--- config.mk ---
export PLATFORM = sky130hd
export DESIGN_NAME = adc_limit_monitor
export DESIGN_NICKNAME = d
export VERILOG_FILES = /design/src/rtl/alm_pkg.sv /design/src/rtl/alm_chan_if.sv /design/src/rtl/alm_chan.sv /design/src/rtl/adc_limit_monitor.sv
export VERILOG_INCLUDE_DIRS = /design/src /design/src/rtl
export SDC_FILE = /design/constraint.sdc
export NUM_CORES = 2
export LEC_CHECK = 0
export BUFFER_PORTS_ARGS = -buffer_cell sky130_fd_sc_hd__buf_4
export CAP_MARGIN = 20
export CORE_MARGIN = 2
export CORE_UTILIZATION = 56
export DETAILED_ROUTE_END_ITERATION = 8
export GPL_TIMING_DRIVEN = 0
export PLACE_DENSITY = 0.78
export SLEW_MARGIN = 20
export SYNTH_ARGS = -nofsm -noshare
export SYNTH_HDL_FRONTEND = slang
export SYNTH_HIERARCHICAL = 1
export SYNTH_SLANG_ARGS = --single-unit
--- constraint.sdc ---
create_clock -name clock -period 3.8 [get_ports clock]
set_input_delay 0.57 -clock clock [delete_from_list [all_inputs] [get_ports clock]]
set_output_delay 0.57 -clock clock [all_outputs]
set_load 0.02 [all_outputs]
--- src/rtl/alm_consts.svh ---
// Constants of the ADC limit monitor
`ifndef ALM_CONSTS_SVH
`define ALM_CONSTS_SVH
`define ALM_CODE_MAX   12'hfff
`define ALM_CODE_MIN   12'h000
`define ALM_HYS_VOLT   12'h008
`define ALM_HYS_TEMP   12'h020
`define ALM_HYS_MINMAX 12'hfff
`define ALM_OFS_CFG    8'h03
`define ALM_OFS_STA    8'h04
`define ALM_OFS_STB    8'h05
`define ALM_OFS_STC    8'h06
`define ALM_LIM_REGION 2'h1
`define ALM_CFG_RST    2'h3
`define ALM_CFG_PIN    0
`define ALM_CFG_FLAG   1
`define ALM_STB_OVR    4
`define ALM_STC_DIODE  7
`define ALM_LIM_FLAG   11
`endif

--- src/rtl/alm_pkg.sv ---
// Types of the ADC limit monitor
package alm_pkg;
  typedef logic [11:0] alm_code_t;
  typedef enum logic [1:0] {
    alm_sel_low  = 2'b00,
    alm_sel_high = 2'b01,
    alm_sel_hys  = 2'b10,
    alm_sel_none = 2'b11
  } alm_sel_e;
endpackage : alm_pkg

--- src/rtl/alm_chan_if.sv ---
// Carrier between the monitor core and one channel checker
`timescale 1ns/100ps
interface alm_chan_if;
  import alm_pkg::*;
  logic      wr_low;
  logic      wr_high;
  logic      wr_hys;
  alm_code_t wdata;
  logic      res_vld;
  alm_code_t code;
  logic      clr_high;
  logic      clr_low;
  alm_code_t upper;
  alm_code_t lower;
  alm_code_t hys;
  logic      viol_high;
  logic      viol_low;
  modport ctl (output wr_low, wr_high, wr_hys, wdata, res_vld, code, clr_high, clr_low,
               input upper, lower, hys, viol_high, viol_low);
  modport chan (input wr_low, wr_high, wr_hys, wdata, res_vld, code, clr_high, clr_low,
                output upper, lower, hys, viol_high, viol_low);
endinterface : alm_chan_if

--- src/rtl/alm_chan.sv ---
// One channel: limit, hysteresis and min/max registers with alert state
`timescale 1ns/100ps
`include "alm_consts.svh"
module alm_chan #(
  parameter bit IS_TEMP = 1'b0
) (
  input  wire logic clock, // System clock
  input  wire logic rst_b, // Async reset, active low
  alm_chan_if.chan  bus    // Core side
);
  import alm_pkg::*;

  alm_code_t upper_ff;
  alm_code_t lower_ff;
  alm_code_t hys_ff;
  logic      high_ff;
  logic      low_ff;

  // ----------------------------------------------------------------
  // Compare
  // ----------------------------------------------------------------
  // All compares unsigned; sums widened so a large N never wraps
  wire        minmax   = (hys_ff == `ALM_HYS_MINMAX);
  wire        chk      = bus.res_vld && !minmax;
  wire        above    = bus.code > upper_ff;
  wire        below    = bus.code < lower_ff;
  wire [12:0] code_hys = {1'b0, bus.code} + {1'b0, hys_ff};
  wire [12:0] low_hys  = {1'b0, lower_ff} + {1'b0, hys_ff};
  wire        rel_high = code_hys <= {1'b0, upper_ff};
  wire        rel_low  = {1'b0, bus.code} >= low_hys;
  wire        mm_up    = bus.res_vld && minmax && above;
  wire        mm_dn    = bus.res_vld && minmax && below;

  // Set wins over auto release and host clear
  wire nxt_high = (chk && above) ? 1'b1 :
                  ((chk && rel_high) || bus.clr_high) ? 1'b0 : high_ff;
  wire nxt_low  = (chk && below) ? 1'b1 :
                  ((chk && rel_low) || bus.clr_low) ? 1'b0 : low_ff;
  // Host write takes precedence over the min/max recorder
  wire alm_code_t nxt_upper = bus.wr_high ? bus.wdata : mm_up ? bus.code : upper_ff;
  wire alm_code_t nxt_lower = bus.wr_low  ? bus.wdata : mm_dn ? bus.code : lower_ff;
  wire alm_code_t nxt_hys   = bus.wr_hys  ? bus.wdata : hys_ff;

  // ----------------------------------------------------------------
  // State
  // ----------------------------------------------------------------
  // Limits open fully and hysteresis per channel type after reset
  always_ff @(posedge clock or negedge rst_b) begin
    if (!rst_b) begin
      upper_ff <= `ALM_CODE_MAX;
      lower_ff <= `ALM_CODE_MIN;
      hys_ff   <= IS_TEMP ? `ALM_HYS_TEMP : `ALM_HYS_VOLT;
      high_ff  <= 1'b0;
      low_ff   <= 1'b0;
    end else begin
      upper_ff <= nxt_upper;
      lower_ff <= nxt_lower;
      hys_ff   <= nxt_hys;
      high_ff  <= nxt_high;
      low_ff   <= nxt_low;
    end
  end

  // Outputs to the core
  assign bus.upper     = upper_ff;
  assign bus.lower     = lower_ff;
  assign bus.hys       = hys_ff;
  assign bus.viol_high = high_ff;
  assign bus.viol_low  = low_ff;
endmodule : alm_chan

--- src/rtl/adc_limit_monitor.sv ---
// Limit monitor core: channel array, status registers and alert outputs
`timescale 1ns/100ps
`include "alm_consts.svh"
module adc_limit_monitor #(
  parameter int N_CH    = 9, // Monitored channels
  parameter int TEMP_LO = 6  // First temperature channel
) (
  input  wire logic             clock,          // 20 MHz system clock
  input  wire logic             rst_b,          // Async reset, active low
  input  wire logic             res_valid,      // Conversion result strobe
  input  wire logic [3:0]       res_chan,       // Channel of the result
  input  wire alm_pkg::alm_code_t res_code,     // Conversion result code
  input  wire logic [1:0]       ovr_pin,        // Current overrange comparators
  input  wire logic [1:0]       diode_open_pin, // Remote diode open detectors
  input  wire logic             reg_wr,         // Register write strobe
  input  wire logic             reg_rd,         // Register read strobe
  input  wire logic [7:0]       reg_addr,       // Register address
  input  wire alm_pkg::alm_code_t reg_wdata,    // Register write data
  output alm_pkg::alm_code_t    reg_rdata,      // Register read data
  output logic                  alert_pin,      // Limit event output, high active
  output logic                  alert_flag      // Violation indicator bit
);
  import alm_pkg::*;

  localparam logic [3:0] N_CH_W = 4'(N_CH);
  localparam logic [3:0] DIO0   = 4'(TEMP_LO);
  localparam logic [3:0] DIO1   = 4'(TEMP_LO + 1);

  // ----------------------------------------------------------------
  // Pin synchronisers
  // ----------------------------------------------------------------
  logic [1:0] ovr_s1_ff;
  logic [1:0] ovr_s2_ff;
  logic [1:0] dio_s1_ff;
  logic [1:0] dio_s2_ff;

  // Two stages before any logic looks at the analog comparators
  always_ff @(posedge clock or negedge rst_b) begin
    if (!rst_b) begin
      ovr_s1_ff <= 2'h0;
      ovr_s2_ff <= 2'h0;
      dio_s1_ff <= 2'h0;
      dio_s2_ff <= 2'h0;
    end else begin
      ovr_s1_ff <= ovr_pin;
      ovr_s2_ff <= ovr_s1_ff;
      dio_s1_ff <= diode_open_pin;
      dio_s2_ff <= dio_s1_ff;
    end
  end

  // ----------------------------------------------------------------
  // Address decode
  // ----------------------------------------------------------------
  logic [1:0] cfg_ff;
  logic [1:0] ovr_sta_ff;
  logic       dio_sta_ff;

  // Limit region: channel in [5:2], register select in [1:0]
  wire        lim_hit = reg_addr[7:6] == `ALM_LIM_REGION;
  wire [3:0]  lim_ch  = reg_addr[5:2];
  wire        ch_ok   = lim_ch < N_CH_W;
  alm_sel_e   lim_sel;
  assign lim_sel = alm_sel_e'(reg_addr[1:0]);

  // Write strobes of the flat registers
  wire        cfg_wr  = reg_wr && (reg_addr == `ALM_OFS_CFG);
  wire [2:0]  sta_wr;
  assign sta_wr[0] = reg_wr && (reg_addr == `ALM_OFS_STA);
  assign sta_wr[1] = reg_wr && (reg_addr == `ALM_OFS_STB);
  assign sta_wr[2] = reg_wr && (reg_addr == `ALM_OFS_STC);

  // ----------------------------------------------------------------
  // Channel array
  // ----------------------------------------------------------------
  alm_code_t up_a [N_CH];
  alm_code_t lo_a [N_CH];
  alm_code_t hy_a [N_CH];
  wire [2:0][7:0] sta_w;

  // Status layout: group of 4, 2, 3 channels; low bit lo, next bit hi
  for (genvar ch = 0; ch < N_CH; ch++) begin : g_ch
    localparam int GRP = (ch < 4) ? 0 : (ch < TEMP_LO) ? 1 : 2;
    localparam int POS = (ch < 4) ? 2 * ch : (ch < TEMP_LO) ? 2 * (ch - 4)
                                           : 2 * (ch - TEMP_LO);
    localparam logic [3:0] CH_W = 4'(ch);
    wire wr_this = reg_wr && lim_hit && (lim_ch == CH_W);

    alm_chan_if u_if ();

    // Host side of the channel
    assign u_if.wr_low   = wr_this && (lim_sel == alm_sel_low);
    assign u_if.wr_high  = wr_this && (lim_sel == alm_sel_high);
    assign u_if.wr_hys   = wr_this && (lim_sel == alm_sel_hys);
    assign u_if.wdata    = reg_wdata;
    assign u_if.clr_low  = sta_wr[GRP] && reg_wdata[POS];
    assign u_if.clr_high = sta_wr[GRP] && reg_wdata[POS + 1];

    // Result stream steered to its channel
    assign u_if.res_vld  = res_valid && (res_chan == CH_W);
    assign u_if.code     = res_code;

    // Readback and status collection
    assign up_a[ch]           = u_if.upper;
    assign lo_a[ch]           = u_if.lower;
    assign hy_a[ch]           = u_if.hys;
    assign sta_w[GRP][POS]    = u_if.viol_low;
    assign sta_w[GRP][POS+1]  = u_if.viol_high;

    alm_chan #(
      .IS_TEMP (ch >= TEMP_LO)
    ) u_chan (
      .clock (clock),
      .rst_b (rst_b),
      .bus   (u_if.chan)
    );
  end

  // Bits above the channel pairs
  assign sta_w[1][7:4] = {2'h0, ovr_sta_ff};
  assign sta_w[2][7:6] = {dio_sta_ff, 1'b0};

  // ----------------------------------------------------------------
  // Sticky alerts
  // ----------------------------------------------------------------
  // Host clear by writing one; a live input sets again at once
  wire [1:0] ovr_clr = sta_wr[1] ? reg_wdata[`ALM_STB_OVR +: 2] : 2'h0;
  wire       dio_clr = sta_wr[2] && reg_wdata[`ALM_STC_DIODE];
  wire [1:0] nxt_ovr_sta = ovr_s2_ff | (ovr_sta_ff & ~ovr_clr);
  wire       nxt_dio_sta = (|dio_s2_ff) | (dio_sta_ff & ~dio_clr);
  wire [1:0] nxt_cfg     = cfg_wr ? reg_wdata[1:0] : cfg_ff;

  // Configuration and latched fault state
  always_ff @(posedge clock or negedge rst_b) begin
    if (!rst_b) begin
      cfg_ff     <= `ALM_CFG_RST;
      ovr_sta_ff <= 2'h0;
      dio_sta_ff <= 1'b0;
    end else begin
      cfg_ff     <= nxt_cfg;
      ovr_sta_ff <= nxt_ovr_sta;
      dio_sta_ff <= nxt_dio_sta;
    end
  end

  // ----------------------------------------------------------------
  // Alert outputs
  // ----------------------------------------------------------------
  // Limit bits follow the latest results, so a recovered channel drops
  wire any_lim = (|sta_w[0]) || (|sta_w[1][3:0]) || (|sta_w[2][5:0]);
  wire any_all = any_lim || (|ovr_sta_ff) || dio_sta_ff;
  wire nxt_pin  = cfg_ff[`ALM_CFG_PIN] && any_all;
  wire nxt_flag = cfg_ff[`ALM_CFG_FLAG] && any_lim;

  // ----------------------------------------------------------------
  // Readback
  // ----------------------------------------------------------------
  // Remote diode channels show the inverted open flag (one while the diode is fine) in bit 11 of their limits
  wire        is_dio  = (lim_ch == DIO0) || (lim_ch == DIO1);
  wire        dio_ok  = (lim_ch == DIO0) ? ~dio_s2_ff[0] : ~dio_s2_ff[1];
  wire alm_code_t up_rd = ch_ok ? up_a[lim_ch] : `ALM_CODE_MIN;
  wire alm_code_t lo_rd = ch_ok ? lo_a[lim_ch] : `ALM_CODE_MIN;
  wire alm_code_t hy_rd = ch_ok ? hy_a[lim_ch] : `ALM_CODE_MIN;
  wire alm_code_t up_fl = {is_dio ? dio_ok : up_rd[`ALM_LIM_FLAG],
                           up_rd[`ALM_LIM_FLAG-1:0]};
  wire alm_code_t lo_fl = {is_dio ? dio_ok : lo_rd[`ALM_LIM_FLAG],
                           lo_rd[`ALM_LIM_FLAG-1:0]};

  // Limit region word by register select
  wire alm_code_t lim_word = (lim_sel == alm_sel_low)  ? lo_fl :
                             (lim_sel == alm_sel_high) ? up_fl :
                             (lim_sel == alm_sel_hys)  ? hy_rd : `ALM_CODE_MIN;

  // Full decode; unmapped addresses read zero
  wire alm_code_t rd_word =
    lim_hit                      ? lim_word :
    (reg_addr == `ALM_OFS_CFG)   ? {10'h000, cfg_ff} :
    (reg_addr == `ALM_OFS_STA)   ? {4'h0, sta_w[0]} :
    (reg_addr == `ALM_OFS_STB)   ? {4'h0, sta_w[1]} :
    (reg_addr == `ALM_OFS_STC)   ? {4'h0, sta_w[2]} : `ALM_CODE_MIN;
  wire alm_code_t nxt_rdata = reg_rd ? rd_word : reg_rdata;

  // ----------------------------------------------------------------
  // Output registers
  // ----------------------------------------------------------------
  // Read data holds until the next read
  always_ff @(posedge clock or negedge rst_b) begin
    if (!rst_b) begin
      reg_rdata  <= `ALM_CODE_MIN;
      alert_pin  <= 1'b0;
      alert_flag <= 1'b0;
    end else begin
      reg_rdata  <= nxt_rdata;
      alert_pin  <= nxt_pin;
      alert_flag <= nxt_flag;
    end
  end
endmodule : adc_limit_monitor

**Yosys cells after proc, flatten, opt, wreduce, memory -nomap -nowiden**

Cells that the tools add are included.

- Register bits: 369
- Output and inout port bits: 14
- Word-level logic and storage cells: 467

- Add/subtract/negate cells: 18
- Order comparisons: 38
- Equality and inequality tests: 32
- Muxes and demuxes: 96
- Bitwise logic cells: 9
- Reduce and logical (&&, ||, !) cells: 219

Operator list:

| operator | count |
|---|---|
| two-way mux 12 bit | 49 |
| adder 12 x 12 -> 13 bit | 18 |
| binary-select mux 12 bit (select 4 bit) | 3 |
| logical AND 1 bit | 143 |
| greater-or-equal comparator 12 x 13 -> 1 bit | 9 |
| <= comparator 13 x 12 -> 1 bit | 9 |
| == test 12 bit (second input constant) | 9 |
| > comparator 12 bit | 9 |
| < comparator 12 bit | 9 |
| nonzero test 2 bit | 36 |
| two-way mux 1 bit | 39 |
| == test 4 x 3 -> 1 bit (second input constant) | 8 |
| two-way mux 8 bit | 4 |
| == test 8 x 3 -> 1 bit (second input constant) | 3 |
| logical OR 1 bit | 23 |
| == test 4 x 2 -> 1 bit (second input constant) | 4 |
| logical NOT 1 bit | 9 |
| == test 4 x 1 -> 1 bit (second input constant) | 2 |
| == test 4 bit (second input constant) | 2 |
| == test 8 x 2 -> 1 bit (second input constant) | 1 |
| logical NOT 4 bit | 2 |
| OR reduction 8 bit | 1 |
| OR reduction 6 bit | 1 |
| greater-or-equal comparator 5 bit (second input constant) | 1 |
| 14 further kinds | 18 |

**Logic depth before layout (Yosys ltp)**

- Word-level depth: 9
- Mapped depth: 16
- Gate-level depth less buffers: 16

**By module**

Netlist, hierarchy kept.

Modules (own cells, without submodules):

| module | times used | cells each | area an instance (sq um) | sequential area each (sq um) |
|---|---|---|---|---|
| alm_chan (g_ch[3].u_chan ...) | 3 | 428 | 3,898.7 | 967.2 |
| alm_chan (g_ch[1].u_chan ...) | 2 | 415 | 3,802.4 | 967.2 |
| adc_limit_monitor | 1 | 456 | 4,500.6 | 678.2 |
| alm_chan (g_ch[8].u_chan) | 1 | 438 | 3,952.5 | 967.2 |
| alm_chan (g_ch[0].u_chan) | 1 | 435 | 3,937.5 | 967.2 |
| alm_chan (g_ch[6].u_chan) | 1 | 418 | 3,878.7 | 967.2 |
| alm_chan (g_ch[7].u_chan) | 1 | 409 | 3,851.2 | 967.2 |

**Worst setup path after synthesis**

No wires, ideal clock.

- Kind: input-to-reg
- Start point: input res_code[4]
- End point: register g_ch[7].u_chan.high_ff
- Arrival: 3.447 ns
- Data required time: 3.674 ns
- Path slack: 0.226 ns
- Cell stages on the path: 12
- Cells stage by stage: ha_1 > o21a_1 > o21a_1 > a2111oi_0 > nor2_1 > xnor2_1 > ha_1 > or2_2 > a311o_1 > a41oi_1 > a311oi_1 > a221o_2

- Word-level cells in the longest chain between the ends: 5

RTL lines:

| element | RTL line | source |
|---|---|---|
| start, declared | adc_limit_monitor.sv:12 | `input wire alm_pkg::alm_code_t res_code,` |
| adder 12 x 12 -> 13 bit | alm_chan.sv:27 | `wire [12:0] code_hys = {1'b0, bus.code} + {1'b0, hys_ff};` |
| <= comparator 13 x 12 -> 1 bit | alm_chan.sv:29 | `wire rel_high = code_hys <= {1'b0, upper_ff};` |
| logical AND 1 bit | alm_chan.sv:36 | `((chk && rel_high) \|\| bus.clr_high) ? 1'b0 : high_ff;` |
| logical OR 1 bit | alm_chan.sv:36 |  |
| nonzero test 2 bit (no line) | - |  |
| end signal, assigned | alm_chan.sv:59 | `high_ff <= nxt_high;` |
| end, declared | alm_chan.sv:16 | `logic high_ff;` |

Several ways; a longest one is shown, not always the timed one.
A chain may end at the register's enable or synchronous reset.

**Worst setup path in the final report**

- Start point: register g_ch[7].u_chan.hys_ff[4]
- End point: register g_ch[7].u_chan.high_ff

- Word-level cells in the longest chain between the ends: 6

RTL lines:

| element | RTL line | source |
|---|---|---|
| start, declared | alm_chan.sv:15 | `alm_code_t hys_ff;` |
| start signal, assigned | alm_chan.sv:52 | `` hys_ff <= IS_TEMP ? `ALM_HYS_TEMP : `ALM_HYS_VOLT; `` |
| start signal, assigned | alm_chan.sv:58 | `hys_ff <= nxt_hys;` |
| branches (longest 6 deep; another with adder 12 x 12 -> 13 bit) | - |  |

Several ways; the timed one is not identified.

==> results.md <==
- Final period util: 97.4%
- Post-synthesis register bit count: 369
- Final setup margin: 0.101 ns
- Synth area leaders: ha_1 20%, dfrtp_1 16%, dfstp_2 7.9%, mux2i_1 6.7%, inv_1 3.1%
- Mapped Cells: 4270
- Final WL: 150000 microns
- Grt ovf: 0
- Wire per inst: 28.0 microns
- Sequential area share after synthesis: 23.8%
- Crit Path Class: reg -> reg
- Die X-Extent: 269 microns
- Clock group share of total power: 34.2%
- GRT Overall Usage: 40.1%
- Power share of the sequential group: 33.0%
- Share of cells above drive strength 1: 13.8%
- CP Cell Sequence: ha_1 -> o21a_1 -> o21a_1 -> a2111oi_4 -> nor2_1 -> xnor2_1 -> ha_1 -> or2_2 -> a311o_1 -> a41oi_1 -> a311oi_1 -> a221o_2
- Area Overhead vs Synth: 9.69%
- H-tree levels: 2
- CTS Buf Count: 46
- Max_cap viols: 0
- Power share of the combinational group: 32.8%
- Post-layout util: 61.9%
- GPL Wtd Cong: 1.07
- Asr flop ratio synth: 100%
- Synth warn: 6
- Critical path startpoint category: flop
- Largest net degree at the start of global routing: 93
- Initial Util: 56.4%
- CTS sink count: 369
- PortBufs: 53
- Drt first-iter violations: 4824
- # IOs: 59
- Vias in the first global route: 35075
- Routed Antenna Nets: 0
- Ys flop type: dfrtp_1
- Worst Path Arrival: 4.19 ns
- Hold WS: 0.0621 ns
- Peak fanout along the critical path: 5
- Synth cell types: 109
- Core ar.: 69900 sq um
- EDFF count, synth: 0
- Internal Power: 9.15 mW
- Worst R2R Start: g_ch[7].u_chan/bus.hys[4]$_DFFE_PN0P_
- Clock root buffer: clkbuf_16
- Total number of vias: 37403
- Hold Fails Final Rpt: 0
- Antenna violations before repair: 9
- CP peak stage delay: 0.48 ns
- Nets: 5101
- Worst slew pin tran: 1.26 ns
- Switching share of power: 36.8%
- 1st-pass router iterations: 8
- Avg Cell Area, Syn: 9.23 sq um
- Pleak: 20.8 nW
- Residual DRC: 0
- # setup viols final: 0
- Pwr dens: 335 nW/um^2
- Clock buffer depth: 3
- Worst-Skew Late Latency: 0.61 ns
- CP startpoint: g_ch[7].u_chan/bus.hys[4]$_DFFE_PN0P_
- Fin Setup TNS: 0 ns
- Die H: 269 microns
- Full die area: 72500 sq um
- Crit end category: flop
- Post-Syn Area: 39400 sq um
- Tot Pwr: 14.5 mW
- Reg clk slew, reported paths: 0.06 ns
- Synth area leader: ha_1
- Status: completed
- Reg2reg setup slack: 0.10 ns
- Post-synth net total: 4972
- Relative slew slack: 16.0%
- Synth top cells by count: 639 x ha_1, 325 x inv_1, 279 x nor2_1
- Sw Pwr: 5.34 mW
- DR vias/cell: 6.95
- Slowest-stage cell, CP: dfrtp_1
- Placement Rows: 97
- Post-detail-place hpwl: 104000 microns
- Final min period: 3.70 ns
- Pre-CTS setup slack: -1.09 ns
- Hold Crit Start: ovr_pin[1]
- CTS tree: built
- First-pass GRT wire length: 221000 microns
- Top-count cell post-synth: ha_1
- Hold WC Path Type: in -> reg
- Max Fclk: 270 MHz
- Number of max-slew violations in the final report: 0
- Fin Clk Skew: 0.0166 ns
- VDD IR max: 0.296 mV
- Post-synth top area share: 20.3%
- Worst path required time: 4.29 ns
==> kinds of logic after synthesis <==
kind of cell / share of synthesized area (%)
adders and majority gates: 21.2
DFF: 23.8
AOI/OAI and AO/OA: 17.9
and+or+nand+nor: 15.3
xor gates and xnor gates: 3.49
buffers and inverters: 5.13
muxes: 13.3
==> sequential cells by signal, summed over array words and instances (netlist names) <==
signal	cells
g_ch.u_chan/bus.upper	108
reg_rdata	12
g_ch.u_chan/bus.hys	108
ovr_s1_ff	2
dio_s2_ff	2
g_ch.u_chan/bus.viol_low	9
ovr_sta_ff	2
g_ch.u_chan/bus.viol_high	9
dio_sta_ff	1
alert_flag	1
cfg_ff	2
g_ch.u_chan/bus.lower	108
ovr_s2_ff	2
alert_pin	1
dio_s1_ff	2
==> worst max-delay path, delay by kind of cell, from the launching register on <==
| family | cells | cell delay [ns] |
|---|---|---|
| AOI/OAI and AO/OA | 7 | 1.77 |
| adders and majority gates | 2 | 0.66 |
| DFF | 1 | 0.48 |
| and+or+nand+nor | 2 | 0.43 |
| xor gates and xnor gates | 1 | 0.22 |
==> final cells by class <==
class / instances / area, sq um
clock inverter: 25 / 293
tap: 940 / 1180
buffer: 134 / 801
fill: 5879 / 26700
inverter: 326 / 1220
multi-input combinational: 3441 / 28200
antenna: 2 / 5.00
clock buffer: 61 / 1390
timing repair buffer: 81 / 766
sequential: 369 / 9400
==> cells in the final DEF (no fill, tap or decap), types with 28 or more instances in the layout <==
master	count
clkbuf_1	65
o21a_1	54
and2_1	35
buf_4	73
nand2_1	250
nand3b_1	43
nand3_1	81
nand2b_1	73
dfstp_2	119
ha_1	634
nor2_1	279
a211o_1	28
o21ai_0	181
mux2i_1	263
nor2b_1	50
nor3_1	96
mux2_2	107
nand4_1	143
clkbuf_16	52
inv_1	325
a211oi_1	49
mux4_2	48
xnor2_1	74
o31ai_1	62
a21o_1	56
a21oi_1	210
xor2_1	83
dfrtp_1	233
a31oi_1	58
a22oi_1	28
==> power groups by stage <==
stage / clock network [mW] / logic [mW] / registers [mW]
global placement: 0 / 4.37 / 4.78
floorplan: 0 / 3.24 / 4.46
CTS: 4.94 / 4.58 / 4.72
finish: 4.96 / 4.75 / 4.78
global route: 5.09 / 5.24 / 4.76
detailed placement: 0 / 4.53 / 4.78
==> routing by layer <==
layer	wire length [microns]	vias up	global-route usage [%]
met5	98	-	0
met4	9380	14	20.8
met3	21200	604	12.1
met2	60500	2456	57.5
met1	59100	17955	54.3
li1	-	16374	-
==> through the flow <==
step	instance area [sq um]	cells
6_report	43200	5379
5_1_grt	43200	5377
3_5_place_dp	41100	5267
3_3_place_gp	41000	5263
2_1_floorplan	39400	4270
4_1_cts	42900	5354
==> path summary, 6_finish.rpt <==
kind                                                       endpoint  cells past startpoint
max                        g_ch[7].u_chan/bus.viol_high$_DFFE_PN0P_                     12
min                                          ovr_s1_ff[1]$_DFF_PN0_                      1
max reg2reg                g_ch[7].u_chan/bus.viol_high$_DFFE_PN0P_                     12
min reg2reg                                  dio_s2_ff[0]$_DFF_PN0_                      0
max in group asynchronous  g_ch[6].u_chan/bus.upper[10]$_DFFE_PN1P_                      4
min in group asynchronous   g_ch[4].u_chan/bus.lower[7]$_DFFE_PN0P_                      2
==> what timing repair did <==
action	4_1_cts	5_1_grt
endpoints found under the hold margin	24	0
pin swaps	2	15
setup endpoints to repair	7	11
resized for setup	20	49
setup buffers	0	23
hold buffers	1	0
Power figures use the tool's default switching activity.
